[config.mk]
export PLATFORM = sky130hd
export DESIGN_NAME = ebc_bus_ctrl
export DESIGN_NICKNAME = d
export VERILOG_FILES = /design/src/ebc_pkg.sv /design/src/ebc_bus_ctrl.sv /design/src/ebc_window_dec.sv
export VERILOG_INCLUDE_DIRS = /design/src
export SDC_FILE = /design/constraint.sdc
export NUM_CORES = 1
export LEC_CHECK = 0
export BUFFER_PORTS_ARGS = -buffer_cell sky130_fd_sc_hd__buf_2
export CAP_MARGIN = 20
export CORE_MARGIN = 4
export CORE_UTILIZATION = 55
export DETAILED_ROUTE_END_ITERATION = 16
export PLACE_DENSITY = 0.75
export SLEW_MARGIN = 0
export SYNTH_ARGS = -nofsm -noshare
export SYNTH_HDL_FRONTEND = slang
export SYNTH_HIERARCHICAL = 1
export SYNTH_SLANG_ARGS = --single-unit
export TNS_END_PERCENT = 5
[constraint.sdc]
create_clock -name clk -period 17.6 [get_ports clk]
set_input_delay 1.76 -clock clk [delete_from_list [all_inputs] [get_ports clk]]
set_output_delay 1.76 -clock clk [all_outputs]
set_load 0.02 [all_outputs]
[src/ebc_params.svh]
// Constants for the multiplexed external bus controller: register
// offsets, field positions, reset values and cycle counts.
// Assumes inclusion by bare name from the design files.
`ifndef EBC_PARAMS_SVH
`define EBC_PARAMS_SVH

`define EBC_CHANNELS 4
`define EBC_OFS_CTL0 6'h00
`define EBC_OFS_WIN0 6'h10
`define EBC_OFS_STAT 6'h20

`define EBC_CTL_RST 32'h4915_0202
`define EBC_CTL_WMASK 32'hFF3F_1F0F
`define EBC_WIN_RST 32'h0000_0000
`define EBC_WIN_WMASK 32'hFFFF_00FF

`define EBC_CS_RECOV_LSB 30
`define EBC_WR_RECOV_LSB 27
`define EBC_RD_RECOV_LSB 24
`define EBC_LATCH_WAIT_LSB 20
`define EBC_WR_SETUP_LSB 18
`define EBC_RD_SETUP_LSB 16
`define EBC_WAIT_LSB 8
`define EBC_WIDTH_LSB 1
`define EBC_ENABLE_BIT 0
`define EBC_WIDTH16_CODE 2'h1

`define EBC_START_LSB 16
`define EBC_SIZE_MAX 8'h08
`define EBC_BASE_CMP_BITS 8

`define EBC_BASIC_CLKS 4
`define EBC_ADDR_CLKS 2
`define EBC_STROBE_CLKS (`EBC_BASIC_CLKS - `EBC_ADDR_CLKS)

`endif

[src/ebc_pkg.sv]
// Types shared by the external bus controller files.
// No assumptions beyond a SystemVerilog compiler.
package ebc_pkg;
   typedef enum logic [2:0] {
      EBC_IDLE = 3'b000,
      EBC_RECOV = 3'b001,
      EBC_LATCH_WAIT = 3'b010,
      EBC_LATCH = 3'b011,
      EBC_HOLD = 3'b100,
      EBC_SETUP = 3'b101,
      EBC_STROBE = 3'b110
   } ebc_state_t;

   typedef enum logic [1:0] {
      EBC_BYTE = 2'b00,
      EBC_HALF = 2'b01,
      EBC_WORD = 2'b10
   } ebc_size_t;
endpackage

[src/ebc_bus_ctrl.sv]
// Multiplexed external bus controller with four chip-select channels.
// Assumes one system clock, a simple register port and a single
// outstanding request from the internal master.
//
// The register offsets and the address-and-strobe port were chosen for this implementation.
`timescale 1ns/1ps
`include "ebc_params.svh"

module ebc_bus_ctrl #(
   parameter int CHANNELS = `EBC_CHANNELS
) (
   input wire logic clk,
   input wire logic sys_rst,
   input wire logic [5:0] regAddr,
   input wire logic [31:0] regWdata,
   input wire logic regWr,
   input wire logic regRd,
   output logic [31:0] regRdata,
   input wire logic reqValid,
   input wire logic reqWrite,
   input wire logic [31:0] reqAddr,
   input wire ebc_pkg::ebc_size_t reqSize,
   input wire logic [31:0] reqWdata,
   output logic reqReady,
   output logic reqDone,
   output logic reqExternal,
   output logic [31:0] reqRdata,
   output logic [7:0] upperAddressLines,
   output logic [15:0] muxedAddrDataOut,
   output logic muxedAddrDataOe,
   input wire logic [15:0] muxedAddrDataIn,
   output logic latchStrobe,
   output logic readStrobeN,
   output logic writeStrobeN,
   output logic [CHANNELS-1:0] chipSelN
);
   import ebc_pkg::*;

   logic [31:0] chipSelectTimingControl_reg [CHANNELS];
   logic [31:0] windowConfig_reg [CHANNELS];
   logic [31:0] regRdata_reg;
   ebc_state_t state_reg, state_next;
   logic [4:0] cnt_reg, cnt_next;
   logic [4:0] recov_reg, recov_next;
   logic [1:0] chan_reg, chan_next;
   logic wr_reg;
   ebc_size_t size_reg;
   logic [2:0] beats_reg, beats_next;
   logic [31:0] addr_reg, wShift_reg, rAcc_reg;
   logic done_reg, done_next, ext_reg;
   logic [31:0] reqRdata_reg;
   logic [15:0] adMeta_reg, adSync_reg;
   logic [7:0] upper_reg;
   logic [15:0] adOut_reg;
   logic adOe_reg, ale_reg, rdN_reg, wrN_reg;
   logic [CHANNELS-1:0] csN_reg;

   // Two-bit code table shared by setup, latch wait and cs recovery
   function automatic logic [4:0] code2(input logic [1:0] c);
      return (c == 2'h3) ? 5'h04 : {3'h0, c};
   endfunction

   // Recovery table: 0..6 direct, top code means eight
   function automatic logic [4:0] code3(input logic [2:0] c);
      return (c == 3'h7) ? 5'h08 : {2'h0, c};
   endfunction

   // Register port decode
   logic [3:0] regIdx;
   logic ctlSel, winSel, statSel;
   assign regIdx = regAddr[5:2];
   assign ctlSel = (regAddr[5:4] == 2'(`EBC_OFS_CTL0 >> 4));
   assign winSel = (regAddr[5:4] == 2'(`EBC_OFS_WIN0 >> 4));
   assign statSel = (regAddr == `EBC_OFS_STAT);

   always_ff @(posedge clk or posedge sys_rst) begin
      if (sys_rst) begin
         for (int i = 0; i < CHANNELS; i++) begin
            chipSelectTimingControl_reg[i] <= `EBC_CTL_RST;
            windowConfig_reg[i] <= `EBC_WIN_RST;
         end
      end else if (regWr) begin
         if (ctlSel)
            chipSelectTimingControl_reg[regIdx[1:0]] <=
               regWdata & `EBC_CTL_WMASK;
         if (winSel)
            windowConfig_reg[regIdx[1:0]] <= regWdata & `EBC_WIN_WMASK;
      end
   end

   logic [31:0] statusWord;
   assign statusWord = {16'h0000, 3'h0, recov_reg, 1'b0, state_reg,
                        2'h0, chan_reg};

   logic [31:0] rdMux;
   assign rdMux = ctlSel ? chipSelectTimingControl_reg[regIdx[1:0]] :
                  winSel ? windowConfig_reg[regIdx[1:0]] :
                  statSel ? statusWord : 32'h0000_0000;

   always_ff @(posedge clk or posedge sys_rst) begin
      if (sys_rst)
         regRdata_reg <= 32'h0000_0000;
      else
         regRdata_reg <= regRd ? rdMux : 32'h0000_0000;
   end
   assign regRdata = regRdata_reg;

   // Window decode per channel, then fixed priority
   logic [CHANNELS-1:0] hits;
   genvar g;
   generate
      for (g = 0; g < CHANNELS; g++) begin : gWin
         ebc_window_dec uDec (
            .addrHigh(reqAddr[31:`EBC_START_LSB]),
            .windowStart(windowConfig_reg[g][31:`EBC_START_LSB]),
            .windowSizeCode(windowConfig_reg[g][7:0]),
            .channelEnable(chipSelectTimingControl_reg[g][`EBC_ENABLE_BIT]),
            .hit(hits[g])
         );
      end
   endgenerate

   logic [1:0] hitChan;
   always_comb begin
      hitChan = 2'h0;
      for (int i = CHANNELS - 1; i >= 0; i--)
         if (hits[i])
            hitChan = 2'(i);
   end

   // Fields of the channel in use this cycle
   logic accept;
   logic [31:0] ctl;
   logic width16, wrNow;
   logic [4:0] aleWait, setupClks, waitClks, strobeLoad, recovNew;
   assign accept = (state_reg == EBC_IDLE) && reqValid && (|hits);
   assign ctl = chipSelectTimingControl_reg[chan_next];
   assign wrNow = accept ? reqWrite : wr_reg;
   assign width16 = (ctl[`EBC_WIDTH_LSB +: 2] == `EBC_WIDTH16_CODE);
   assign aleWait = code2(ctl[`EBC_LATCH_WAIT_LSB +: 2]);
   assign setupClks = wrNow ? code2(ctl[`EBC_WR_SETUP_LSB +: 2]) :
                      code2(ctl[`EBC_RD_SETUP_LSB +: 2]);
   assign waitClks = {1'b0, ctl[`EBC_WAIT_LSB +: 4]};
   assign strobeLoad = 5'(`EBC_STROBE_CLKS - 1) + waitClks;
   assign recovNew = (wr_reg ? code3(ctl[`EBC_WR_RECOV_LSB +: 3]) :
                      code3(ctl[`EBC_RD_RECOV_LSB +: 3])) +
                     code2(ctl[`EBC_CS_RECOV_LSB +: 2]);

   // Transfer split per data width, little-endian order
   logic [2:0] beatsLoad;
   logic [2:0] beatBytes;
   logic lastBeat, strobeEnd;
   assign beatsLoad = (reqSize == EBC_BYTE) ? 3'h1 :
                      (reqSize == EBC_HALF) ? (width16 ? 3'h1 : 3'h2) :
                      (width16 ? 3'h2 : 3'h4);
   assign beatBytes = (width16 && size_reg != EBC_BYTE) ? 3'h2 : 3'h1;
   assign lastBeat = (beats_reg == 3'h1);
   assign strobeEnd = (state_reg == EBC_STROBE) && (cnt_reg == 5'h00);

   // Sequencer
   always_comb begin
      state_next = state_reg;
      cnt_next = (cnt_reg != 5'h00) ? cnt_reg - 5'h01 : 5'h00;
      recov_next = recov_reg;
      chan_next = accept ? hitChan : chan_reg;
      beats_next = beats_reg;
      done_next = 1'b0;
      case (state_reg)
         EBC_IDLE: begin
            if (reqValid && !(|hits)) begin
               done_next = 1'b1;
            end else if (accept) begin
               beats_next = beatsLoad;
               // Owed recovery only paid before the next external access
               if (recov_reg != 5'h00) begin
                  state_next = EBC_RECOV;
                  cnt_next = recov_reg - 5'h01;
               end else if (aleWait != 5'h00) begin
                  state_next = EBC_LATCH_WAIT;
                  cnt_next = aleWait - 5'h01;
               end else
                  state_next = EBC_LATCH;
               recov_next = 5'h00;
            end
         end
         EBC_RECOV, EBC_LATCH_WAIT: begin
            if (cnt_reg == 5'h00) begin
               if (state_reg == EBC_RECOV && aleWait != 5'h00) begin
                  state_next = EBC_LATCH_WAIT;
                  cnt_next = aleWait - 5'h01;
               end else
                  state_next = EBC_LATCH;
            end
         end
         EBC_LATCH:
            state_next = EBC_HOLD;
         EBC_HOLD, EBC_SETUP: begin
            if (state_reg == EBC_HOLD && setupClks != 5'h00) begin
               state_next = EBC_SETUP;
               cnt_next = setupClks - 5'h01;
            end else if (cnt_reg == 5'h00) begin
               state_next = EBC_STROBE;
               cnt_next = strobeLoad;
            end
         end
         EBC_STROBE: begin
            if (cnt_reg == 5'h00) begin
               beats_next = beats_reg - 3'h1;
               if (lastBeat) begin
                  state_next = EBC_IDLE;
                  done_next = 1'b1;
                  recov_next = recovNew;
               end else if (recovNew != 5'h00) begin
                  state_next = EBC_RECOV;
                  cnt_next = recovNew - 5'h01;
               end else if (aleWait != 5'h00) begin
                  state_next = EBC_LATCH_WAIT;
                  cnt_next = aleWait - 5'h01;
               end else
                  state_next = EBC_LATCH;
            end
         end
         default:
            state_next = EBC_IDLE;
      endcase
   end

   always_ff @(posedge clk or posedge sys_rst) begin
      if (sys_rst) begin
         state_reg <= EBC_IDLE;
         cnt_reg <= 5'h00;
         recov_reg <= 5'h00;
         chan_reg <= 2'h0;
         beats_reg <= 3'h0;
         done_reg <= 1'b0;
      end else begin
         state_reg <= state_next;
         cnt_reg <= cnt_next;
         recov_reg <= recov_next;
         chan_reg <= chan_next;
         beats_reg <= beats_next;
         done_reg <= done_next;
      end
   end

   // Read data pass two flops; sampling lags the pins by two clocks,
   // so every read needs at least one wait to cover that latency.
   always_ff @(posedge clk or posedge sys_rst) begin
      if (sys_rst) begin
         adMeta_reg <= 16'h0000;
         adSync_reg <= 16'h0000;
      end else begin
         adMeta_reg <= muxedAddrDataIn;
         adSync_reg <= adMeta_reg;
      end
   end

   logic [7:0] rdByte;
   logic [31:0] rAccNew, rAligned, addrInc;
   logic [4:0] alignShift;
   assign rdByte = (width16 && addr_reg[0]) ? adSync_reg[15:8] :
                   adSync_reg[7:0];
   assign rAccNew = (beatBytes == 3'h2) ? {adSync_reg, rAcc_reg[31:16]} :
                    {rdByte, rAcc_reg[31:8]};
   assign alignShift = (size_reg == EBC_BYTE) ? 5'h18 :
                       (size_reg == EBC_HALF) ? 5'h10 : 5'h00;
   assign rAligned = rAccNew >> alignShift;
   assign addrInc = addr_reg + {29'h0, beatBytes};

   always_ff @(posedge clk or posedge sys_rst) begin
      if (sys_rst) begin
         wr_reg <= 1'b0;
         size_reg <= EBC_BYTE;
         addr_reg <= 32'h0000_0000;
         wShift_reg <= 32'h0000_0000;
         rAcc_reg <= 32'h0000_0000;
         reqRdata_reg <= 32'h0000_0000;
         ext_reg <= 1'b0;
      end else if (accept) begin
         wr_reg <= reqWrite;
         size_reg <= reqSize;
         addr_reg <= reqAddr;
         wShift_reg <= reqWdata;
         ext_reg <= 1'b1;
      end else if (state_reg == EBC_IDLE && reqValid) begin
         ext_reg <= 1'b0;
         reqRdata_reg <= 32'h0000_0000;
      end else if (strobeEnd) begin
         addr_reg <= addrInc;
         wShift_reg <= wShift_reg >> {beatBytes, 3'h0};
         rAcc_reg <= rAccNew;
         if (lastBeat && !wr_reg)
            reqRdata_reg <= rAligned;
      end
   end

   // Pin drive follows the next state so pins line up with the state
   logic addrPhase, dataPhase, csOn;
   logic [15:0] wrData;
   assign addrPhase = (state_next == EBC_LATCH_WAIT) ||
                      (state_next == EBC_LATCH) ||
                      (state_next == EBC_HOLD);
   assign dataPhase = (state_next == EBC_SETUP) ||
                      (state_next == EBC_STROBE);
   assign csOn = addrPhase || dataPhase;
   assign wrData = (size_reg == EBC_BYTE) ?
                   {wShift_reg[7:0], wShift_reg[7:0]} : wShift_reg[15:0];

   logic [31:0] addrNow;
   // Address steps at a strobe end, so a latch right after shows the new one
   assign addrNow = accept ? reqAddr : strobeEnd ? addrInc : addr_reg;

   always_ff @(posedge clk or posedge sys_rst) begin
      if (sys_rst) begin
         upper_reg <= 8'h00;
         adOut_reg <= 16'h0000;
         adOe_reg <= 1'b0;
         ale_reg <= 1'b0;
         rdN_reg <= 1'b1;
         wrN_reg <= 1'b1;
         csN_reg <= '1;
      end else begin
         if (addrPhase) begin
            upper_reg <= addrNow[23:16];
            adOut_reg <= addrNow[15:0];
         end else if (dataPhase && wrNow)
            adOut_reg <= wrData;
         // Internal cycles leave the bus floating and strobes idle
         adOe_reg <= addrPhase || (dataPhase && wrNow);
         ale_reg <= (state_next == EBC_LATCH);
         rdN_reg <= !((state_next == EBC_STROBE) && !wrNow);
         wrN_reg <= !((state_next == EBC_STROBE) && wrNow);
         for (int i = 0; i < CHANNELS; i++)
            csN_reg[i] <= !(csOn && chan_next == 2'(i) &&
               chipSelectTimingControl_reg[i][`EBC_ENABLE_BIT]);
      end
   end

   assign upperAddressLines = upper_reg;
   assign muxedAddrDataOut = adOut_reg;
   assign muxedAddrDataOe = adOe_reg;
   assign latchStrobe = ale_reg;
   assign readStrobeN = rdN_reg;
   assign writeStrobeN = wrN_reg;
   assign chipSelN = csN_reg;
   assign reqReady = (state_reg == EBC_IDLE);
   assign reqDone = done_reg;
   assign reqExternal = ext_reg;
   assign reqRdata = reqRdata_reg;
endmodule

[src/ebc_window_dec.sv]
// Address window decoder for one chip-select channel.
// Assumes the start address and size code come straight from registers.
`timescale 1ns/1ps
`include "ebc_params.svh"

module ebc_window_dec (
   input wire logic [15:0] addrHigh,
   input wire logic [15:0] windowStart,
   input wire logic [7:0] windowSizeCode,
   input wire logic channelEnable,
   output logic hit
);
   logic [4:0] cmpBits;
   logic [15:0] cmpMask;
   logic codeLegal;

   // Size code n compares the top 8+n address bits
   assign codeLegal = (windowSizeCode <= `EBC_SIZE_MAX);
   assign cmpBits = 5'(`EBC_BASE_CMP_BITS) + windowSizeCode[4:0];
   assign cmpMask = ~(16'hFFFF >> cmpBits);
   // Prohibited codes never hit, so a bad setting cannot drive a pin
   assign hit = channelEnable && codeLegal &&
      ((addrHigh & cmpMask) == (windowStart & cmpMask));
endmodule

; Word level (Yosys, flattened, before mapping)
; Index checks and enable logic that the tools add are counted.
[word_totals]
ff_bits = 503
input_bits = 126
output_inout_bits = 99
[classes]
addsub = 13
magnitude_cmp = 7
n_eq_ne = 36
shift = 6
n_mux = 93
n_bitwise = 16
n_reduce_logical = 71
[op_table]
columns = cell, count
row1 = two-way mux 32 bit, 20
row2 = bitwise mux 128 bit, 2
row3 = binary-select mux 32 bit (select 2 bit), 3
row4 = bitwise AND 16 bit, 8
row5 = two-way mux 5 bit, 18
row6 = demux 32 bit (select 2 bit), 1
row7 = equality test 16 bit, 4
row8 = NOT 16 bit, 4
row9 = right shift 16 x 5 -> 16 bit (first input constant), 4
row10 = right shift 32 x 5 -> 32 bit, 2
row11 = two-way mux 3 bit, 19
row12 = two-way mux 16 bit, 3
row13 = adder 32 x 2 -> 32 bit, 1
row14 = <= comparator 8 x 4 -> 1 bit (second input constant), 4
row15 = logical AND 1 bit, 29
row16 = nonzero test 5 bit, 5
row17 = equality test 3 bit (second input constant), 8
row18 = two-way mux 24 bit, 1
row19 = adder 4 x 5 -> 5 bit (first input constant), 4
row20 = one-hot mux 5 bit (4 select lines), 1
row21 = two-way mux 2 bit, 8
row22 = one-hot mux 3 bit (5 select lines), 1
row23 = subtractor 5 x 1 -> 5 bit (second input constant), 3
row24 = equality test 2 bit (second input constant), 7
row25 = 33 further kinds, 82

; Longest topological paths before layout
[logic_depth]
depth_word = 31
mapped_depth = 28

; Cells and area by module
; Netlist, hierarchy kept.
[modules_own_cells]
columns = mod, n_inst, cells_each, area_per_inst_um2
row1 = ebc_bus_ctrl, 1, 1774, 20679.8
row2 = ebc_window_dec, 4, 52, 391.6

; Least setup slack after synthesis
; OpenSTA, ideal clock, no wires.
[synth_timing]
path_type = input to register
start = input port reqAddr[24]
end = register adOut_reg[10], in the netlist muxedAddrDataOut[10]
setup_time_ps = 127
arrival_time_ps = 6677
slack_ps = 10795
stages = 23
path_buffers = 3
path_cell_list = xnor2_1 > o22ai_1 > a2111oi_2 > o2111ai_1 > nor4_2 > clkbuf_1 > inv_1 > o221a_2 > o32ai_1 > nor2_1 > o32ai_1 > ha_1 > inv_1 > fa_1 > nor2b_1 > or2_2 > clkbuf_1 > nand3_1 > nor4b_1 > nor3_2 > o21ai_4 > buf_6 > mux2_1
[synth_between]
elab_cells_between_ends = 74
[synth_lines]
columns = item, line
row1 = "start, declared", ebc_bus_ctrl.sv:21  ; input wire logic [31:0] reqAddr,
row2 = bitwise AND 16 bit *, ebc_window_dec.sv:23  ; ((addrHigh & cmpMask) == (windowStart & cmpMask));
row3 = equality test 16 bit *, ebc_window_dec.sv:23
row4 = logical AND 1 bit *, ebc_window_dec.sv:22  ; assign hit = channelEnable && codeLegal &&
row5 = net hits[2], ebc_bus_ctrl.sv:109  ; logic [CHANNELS-1:0] hits;
row6 = two-way mux 2 bit (3 in series), ebc_bus_ctrl.sv:127  ; if (hits[i])
row7 = two-way mux 2 bit, ebc_bus_ctrl.sv:165  ; chan_next = accept ? hitChan : chan_reg;
row8 = NOT 2 -> 3 bit (not written as such), ebc_bus_ctrl.sv:137  ; assign ctl = chipSelectTimingControl_reg[chan_next];
row9 = binary-select mux 32 bit (select 2 bit), ebc_bus_ctrl.sv:137
row10 = [... 7 more ...], --
row11 = two-way mux 3 bit, ebc_bus_ctrl.sv:213  ; end else if (recovNew != 5'h00) begin
row12 = two-way mux 3 bit, ebc_bus_ctrl.sv:209  ; if (lastBeat) begin
row13 = two-way mux 3 bit, ebc_bus_ctrl.sv:207  ; if (cnt_reg == 5'h00) begin
row14 = one-hot mux 3 bit (5 select lines), ebc_bus_ctrl.sv:168  ; case (state_reg)
row15 = "equality test 3 x 2 -> 1 bit, or another cell as far along", ebc_bus_ctrl.sv:300  ; assign addrPhase = (state_next == EBC_LATCH_WAIT) ||
row16 = logical OR 1 bit (on tied branches), "ebc_bus_ctrl.sv:300, ebc_bus_ctrl.sv:303"
row17 = logical OR 1 bit / logical AND 1 bit (equally long branches), "ebc_bus_ctrl.sv:301, ebc_bus_ctrl.sv:326"
row18 = two-way mux 16 bit / nonzero test 2 bit (equally long branches), --
row19 = "end signal, assigned", ebc_bus_ctrl.sv:325  ; adOut_reg <= addrNow[15:0];
row20 = "end signal, assigned", ebc_bus_ctrl.sv:327  ; adOut_reg <= wrData;
row21 = "end, declared", ebc_bus_ctrl.sv:54  ; logic [15:0] adOut_reg;
; The timed path passes the listed nets; every way through them passes the cells marked *. The select of a mux whose other input is x is not followed.
; A chain may end at the register's enable or synchronous reset.

; Worst setup path after layout
[layout_timing]
start = input port reqAddr[24]
end = register upper_reg[7], in the netlist upperAddressLines[7]
[layout_between]
elab_cells_between_ends = 68
[layout_lines]
columns = item, line
row1 = bitwise AND 16 bit *, ebc_window_dec.sv:23
row2 = equality test 16 bit *, ebc_window_dec.sv:23
row3 = logical AND 1 bit *, ebc_window_dec.sv:22
row4 = net hits[0], ebc_bus_ctrl.sv:109
row5 = OR reduction 4 bit, "ebc_bus_ctrl.sv:136, ebc_bus_ctrl.sv:170"
row6 = logical AND 1 bit, ebc_bus_ctrl.sv:136  ; assign accept = (state_reg == EBC_IDLE) && reqValid && (|hits);
row7 = two-way mux 2 bit, ebc_bus_ctrl.sv:165
row8 = NOT 2 -> 3 bit (not written as such), ebc_bus_ctrl.sv:137
row9 = [... 7 more ...], --
row10 = nonzero test 5 bit, ebc_bus_ctrl.sv:213
row11 = two-way mux 3 bit, ebc_bus_ctrl.sv:213
row12 = two-way mux 3 bit, ebc_bus_ctrl.sv:209
row13 = two-way mux 3 bit, ebc_bus_ctrl.sv:207
row14 = one-hot mux 3 bit (5 select lines), ebc_bus_ctrl.sv:168
row15 = equality test 3 x 2 -> 1 bit (on tied branches), "ebc_bus_ctrl.sv:300, ebc_bus_ctrl.sv:301"
row16 = logical OR 1 bit, ebc_bus_ctrl.sv:300
row17 = logical OR 1 bit, ebc_bus_ctrl.sv:301  ; (state_next == EBC_LATCH) ||
row18 = "end signal, assigned", ebc_bus_ctrl.sv:324  ; upper_reg <= addrNow[23:16];
row19 = "end, declared", ebc_bus_ctrl.sv:53  ; logic [7:0] upper_reg;
; Marked as above.

==> flow_summary.json <==
{
  "cp_top_family": "simple AND/OR/NAND/NOR gates",
  "synthFlopType": "dfrtp_1",
  "areaGrowthSynthToFinish_pct": 14.14,
  "crit_buf_inv": 5,
  "grt_max_degree": 95,
  "clkSinkCount": 416,
  "placed_cells": 2634,
  "cts_made_buffers": 46,
  "top_level_ports": 225,
  "cts-root-buf": "clkbuf_16",
  "crit_required_ns": 18.07,
  "crit_path_top_delay_cell": "nor2_4",
  "vias_per_cell": 6.299,
  "fmax_ghz": 0.1038,
  "preCtsSetupSlack_ns": 7.521,
  "vias": 17160,
  "dr.pass1.iters": 8,
  "start_kind": "input port",
  "r2r_setup_slack_ns": 8.31,
  "largest_reg_flops": 96,
  "synth_edf_count": 0,
  "gp_congestion": 0.9506,
  "grt.overflow.total": 0,
  "cap_viol_max_count": 0,
  "r2r_start": "windowConfig_reg[99]",
  "ys_seq_area_share_pct": 47.01,
  "finalCritPeriodShare_pct": 54.75,
  "avgSynthCellArea_um2": 11.22,
  "layout_common_cells": "dfrtp_1 (378), buf_2 (217), mux2_2 (202)",
  "final_nets": 2308,
  "cts_buffer_depth": 3,
  "dieHeight_um": 209.1,
  "yosys.area.top_type_share_pct": 42.52,
  "core_um2": 39820,
  "finalCriticalPeriod_ns": 9.635,
  "postCtsSetupBuffers": 0,
  "finalHoldViolCount": 0,
  "rsz0062_at_grt": "no",
  "layout-drive-gt1-share_pct": 31.53,
  "worst_slack_ns": 7.965,
  "synth.distinct_cells": 86,
  "portBuffers": 218,
  "p_leak_uw": 0.01140,
  "ctsResizeCount": 0,
  "synth.top_cells.by_area": "dfrtp_1 (43%), mux2_2 (10%), mux4_2 (5.6%)",
  "hold_start": "adMeta_reg[12]",
  "hold_end": "adSync_reg[12]",
  "drt-total-wl_um": 64670,
  "drcViolationCount": 0,
  "fin_setup_tns_ns": 0,
  "fin_worst_skew_ns": 0.02263,
  "min_path_type": "reg -> reg",
  "max_stage_delay_ns": 0.83,
  "hold_depth": 0,
  "drtIter0Drc": 1875,
  "antenna_found_initial": 9,
  "cts_hold_buf": 0,
  "cts_tree": "yes",
  "layout_commonest_cell": "dfrtp_1",
  "crit_arrival_ns": 10.11,
  "critPathCaptureType": "flop",
  "tightest_slew_ns": 1.107,
  "syn_area_um2": 22250,
  "cts_max_level": 2,
  "grt_pass1_wl_um": 101000,
  "ant_nets": 0,
  "async_reset_ff_share_pct": 100.0,
  "dp_hpwl_um": 45500,
  "grt_use_total_pct": 29.21,
  "die_w_um": 209.1,
  "vdd_drop_max_mv": 0.1052,
  "reg2reg_depth": 25,
  "fp.dieArea_um2": 43730,
  "slew_violations": 0,
  "crit_fanout": 35,
  "wl_per_cell_um": 23.73,
  "cellPowerDensity_nw_per_um2": 124.6,
  "r2r_end": "upperAddressLines[7]",
  "row_count": 73,
  "outcome": "finished clean",
  "start_util_pct": 55.86,
  "slew_headroom_pct": 25.78,
  "yosys.area.top_type": "dfrtp_1",
  "fin_cells": 2725,
  "synthCells": 1982,
  "grt_pass1_vias": 17300,
  "setup_viol": 0,
  "path_clk_slew_ns": 0.06,
  "criticalPathCategory": "in -> reg",
  "clk_latency_ns": 0.60,
  "ys_ff_latch": 416,
  "yosysWarnings": 6,
  "hold_slack_ns": 0.3464
}
## worst register-to-register path, stage by stage (launching register included)
cell and delay, ns:
dfrtp_1 0.50, ha_1 0.47, nor4b_2 0.24, o22ai_1 0.14, a2111oi_2 0.41, o2111ai_1 0.19
nor4_2 0.41, buf_4 0.34, or4_1 0.44, a21o_1 0.33, nand2_1 0.38, inv_1 0.51
a311oi_1 0.12, buf_4 0.22, nor2_4 0.83, o21ai_1 0.36, inv_2 0.81, ha_1 0.31
a21oi_1 0.06, nand4b_1 0.28, or4_1 0.65, or2_2 0.42, nor2_1 0.20, xnor2_1 0.15
o21ai_1 0.09, mux2_2 0.31
## cell usage after synthesis, types with 6 or more instances
cell type / number
mux2_4: 8
xnor2_1: 47
nor3_1: 18
nand2b_1: 15
a222oi_1: 8
dfstp_2: 38
o211ai_1: 11
buf_6: 12
buf_1: 13
inv_1: 40
mux2_1: 6
mux4_2: 55
a21oi_1: 81
xor2_1: 48
nor4b_1: 6
ha_1: 23
a31oi_1: 8
mux2i_1: 102
dfrtp_1: 378
and3_1: 7
o21ai_0: 143
and2_1: 7
a32oi_1: 10
a22o_1: 9
or2_2: 11
clkbuf_1: 85
nand2_1: 195
a32o_1: 9
buf_2: 11
o22ai_1: 8
nand3_1: 59
o2111ai_1: 9
nand4_1: 6
a21o_1: 27
nor2b_1: 24
o31ai_1: 7
nor2_1: 96
nor4_2: 8
mux2_2: 202
a22oi_1: 11
## how the worst max path moves through the flow
stage                     cells past startpoint              endpoint  slack [ns]        start
final                                        25  upperAddressLines[7]        7.96  reqAddr[24]
after global routing                         25  upperAddressLines[5]        7.43  reqAddr[24]
after CTS                                    25  upperAddressLines[7]        8.05  reqAddr[24]
after detailed placement                     25  upperAddressLines[5]        7.52  reqAddr[24]
after global placement                       25  upperAddressLines[7]        7.71  reqAddr[24]
after floorplan                               1         adMeta_reg[0]        4.32      sys_rst
## power breakdown
group          internal [µW]  switching [µW]
Clock                    616             406
Combinational            382             499
Sequential              1110             156
Total                   2100            1060
## kinds of logic (layout without fill, tap and decap cells)
group,count (synthesis),after routing,synth area share [%]
buffers and inverters,166,377,3.318
adder cells (fa/ha/maj),25,25,1.474
flip-flops,416,416,47.01
XOR/XNOR,95,95,3.740
AND/OR/NAND/NOR,496,496,11.07
AO/OA/AOI/OAI,410,410,12.15
multiplexers,373,373,21.23
other,1,8,0.01686
## per-layer routing
metal	track usage (%)	routed length, µm	vias up
li1	-	-	7586
met1	41.17	26740	8664
met2	46.75	30800	795
met3	5.315	5267	115
met4	8.888	1828	4
met5	0	28	-
## cell type report
type                       count  area, µm²
clock inverter                19      294.0
antenna                        5      12.51
multi-input combinational   1402      11150
sequential                   416      10460
timing repair buffer         249       1326
fill                        3196      14430
inverter                      42      165.2
clock buffer                  67       1330
tap                          525      656.9
## stage by stage
stage          instance area, µm²  total power, µW  util, %
4_1_cts                     25380             3165    63.73
5_1_grt                     25380             3309    63.74
3_3_place_gp                23760             2109    59.65
2_1_floorplan               22250             1880        -
3_5_place_dp                23760             2135    59.65
6_report                    25390             3165    63.76
No activity file was read; power rests on OpenSTA's default activity.
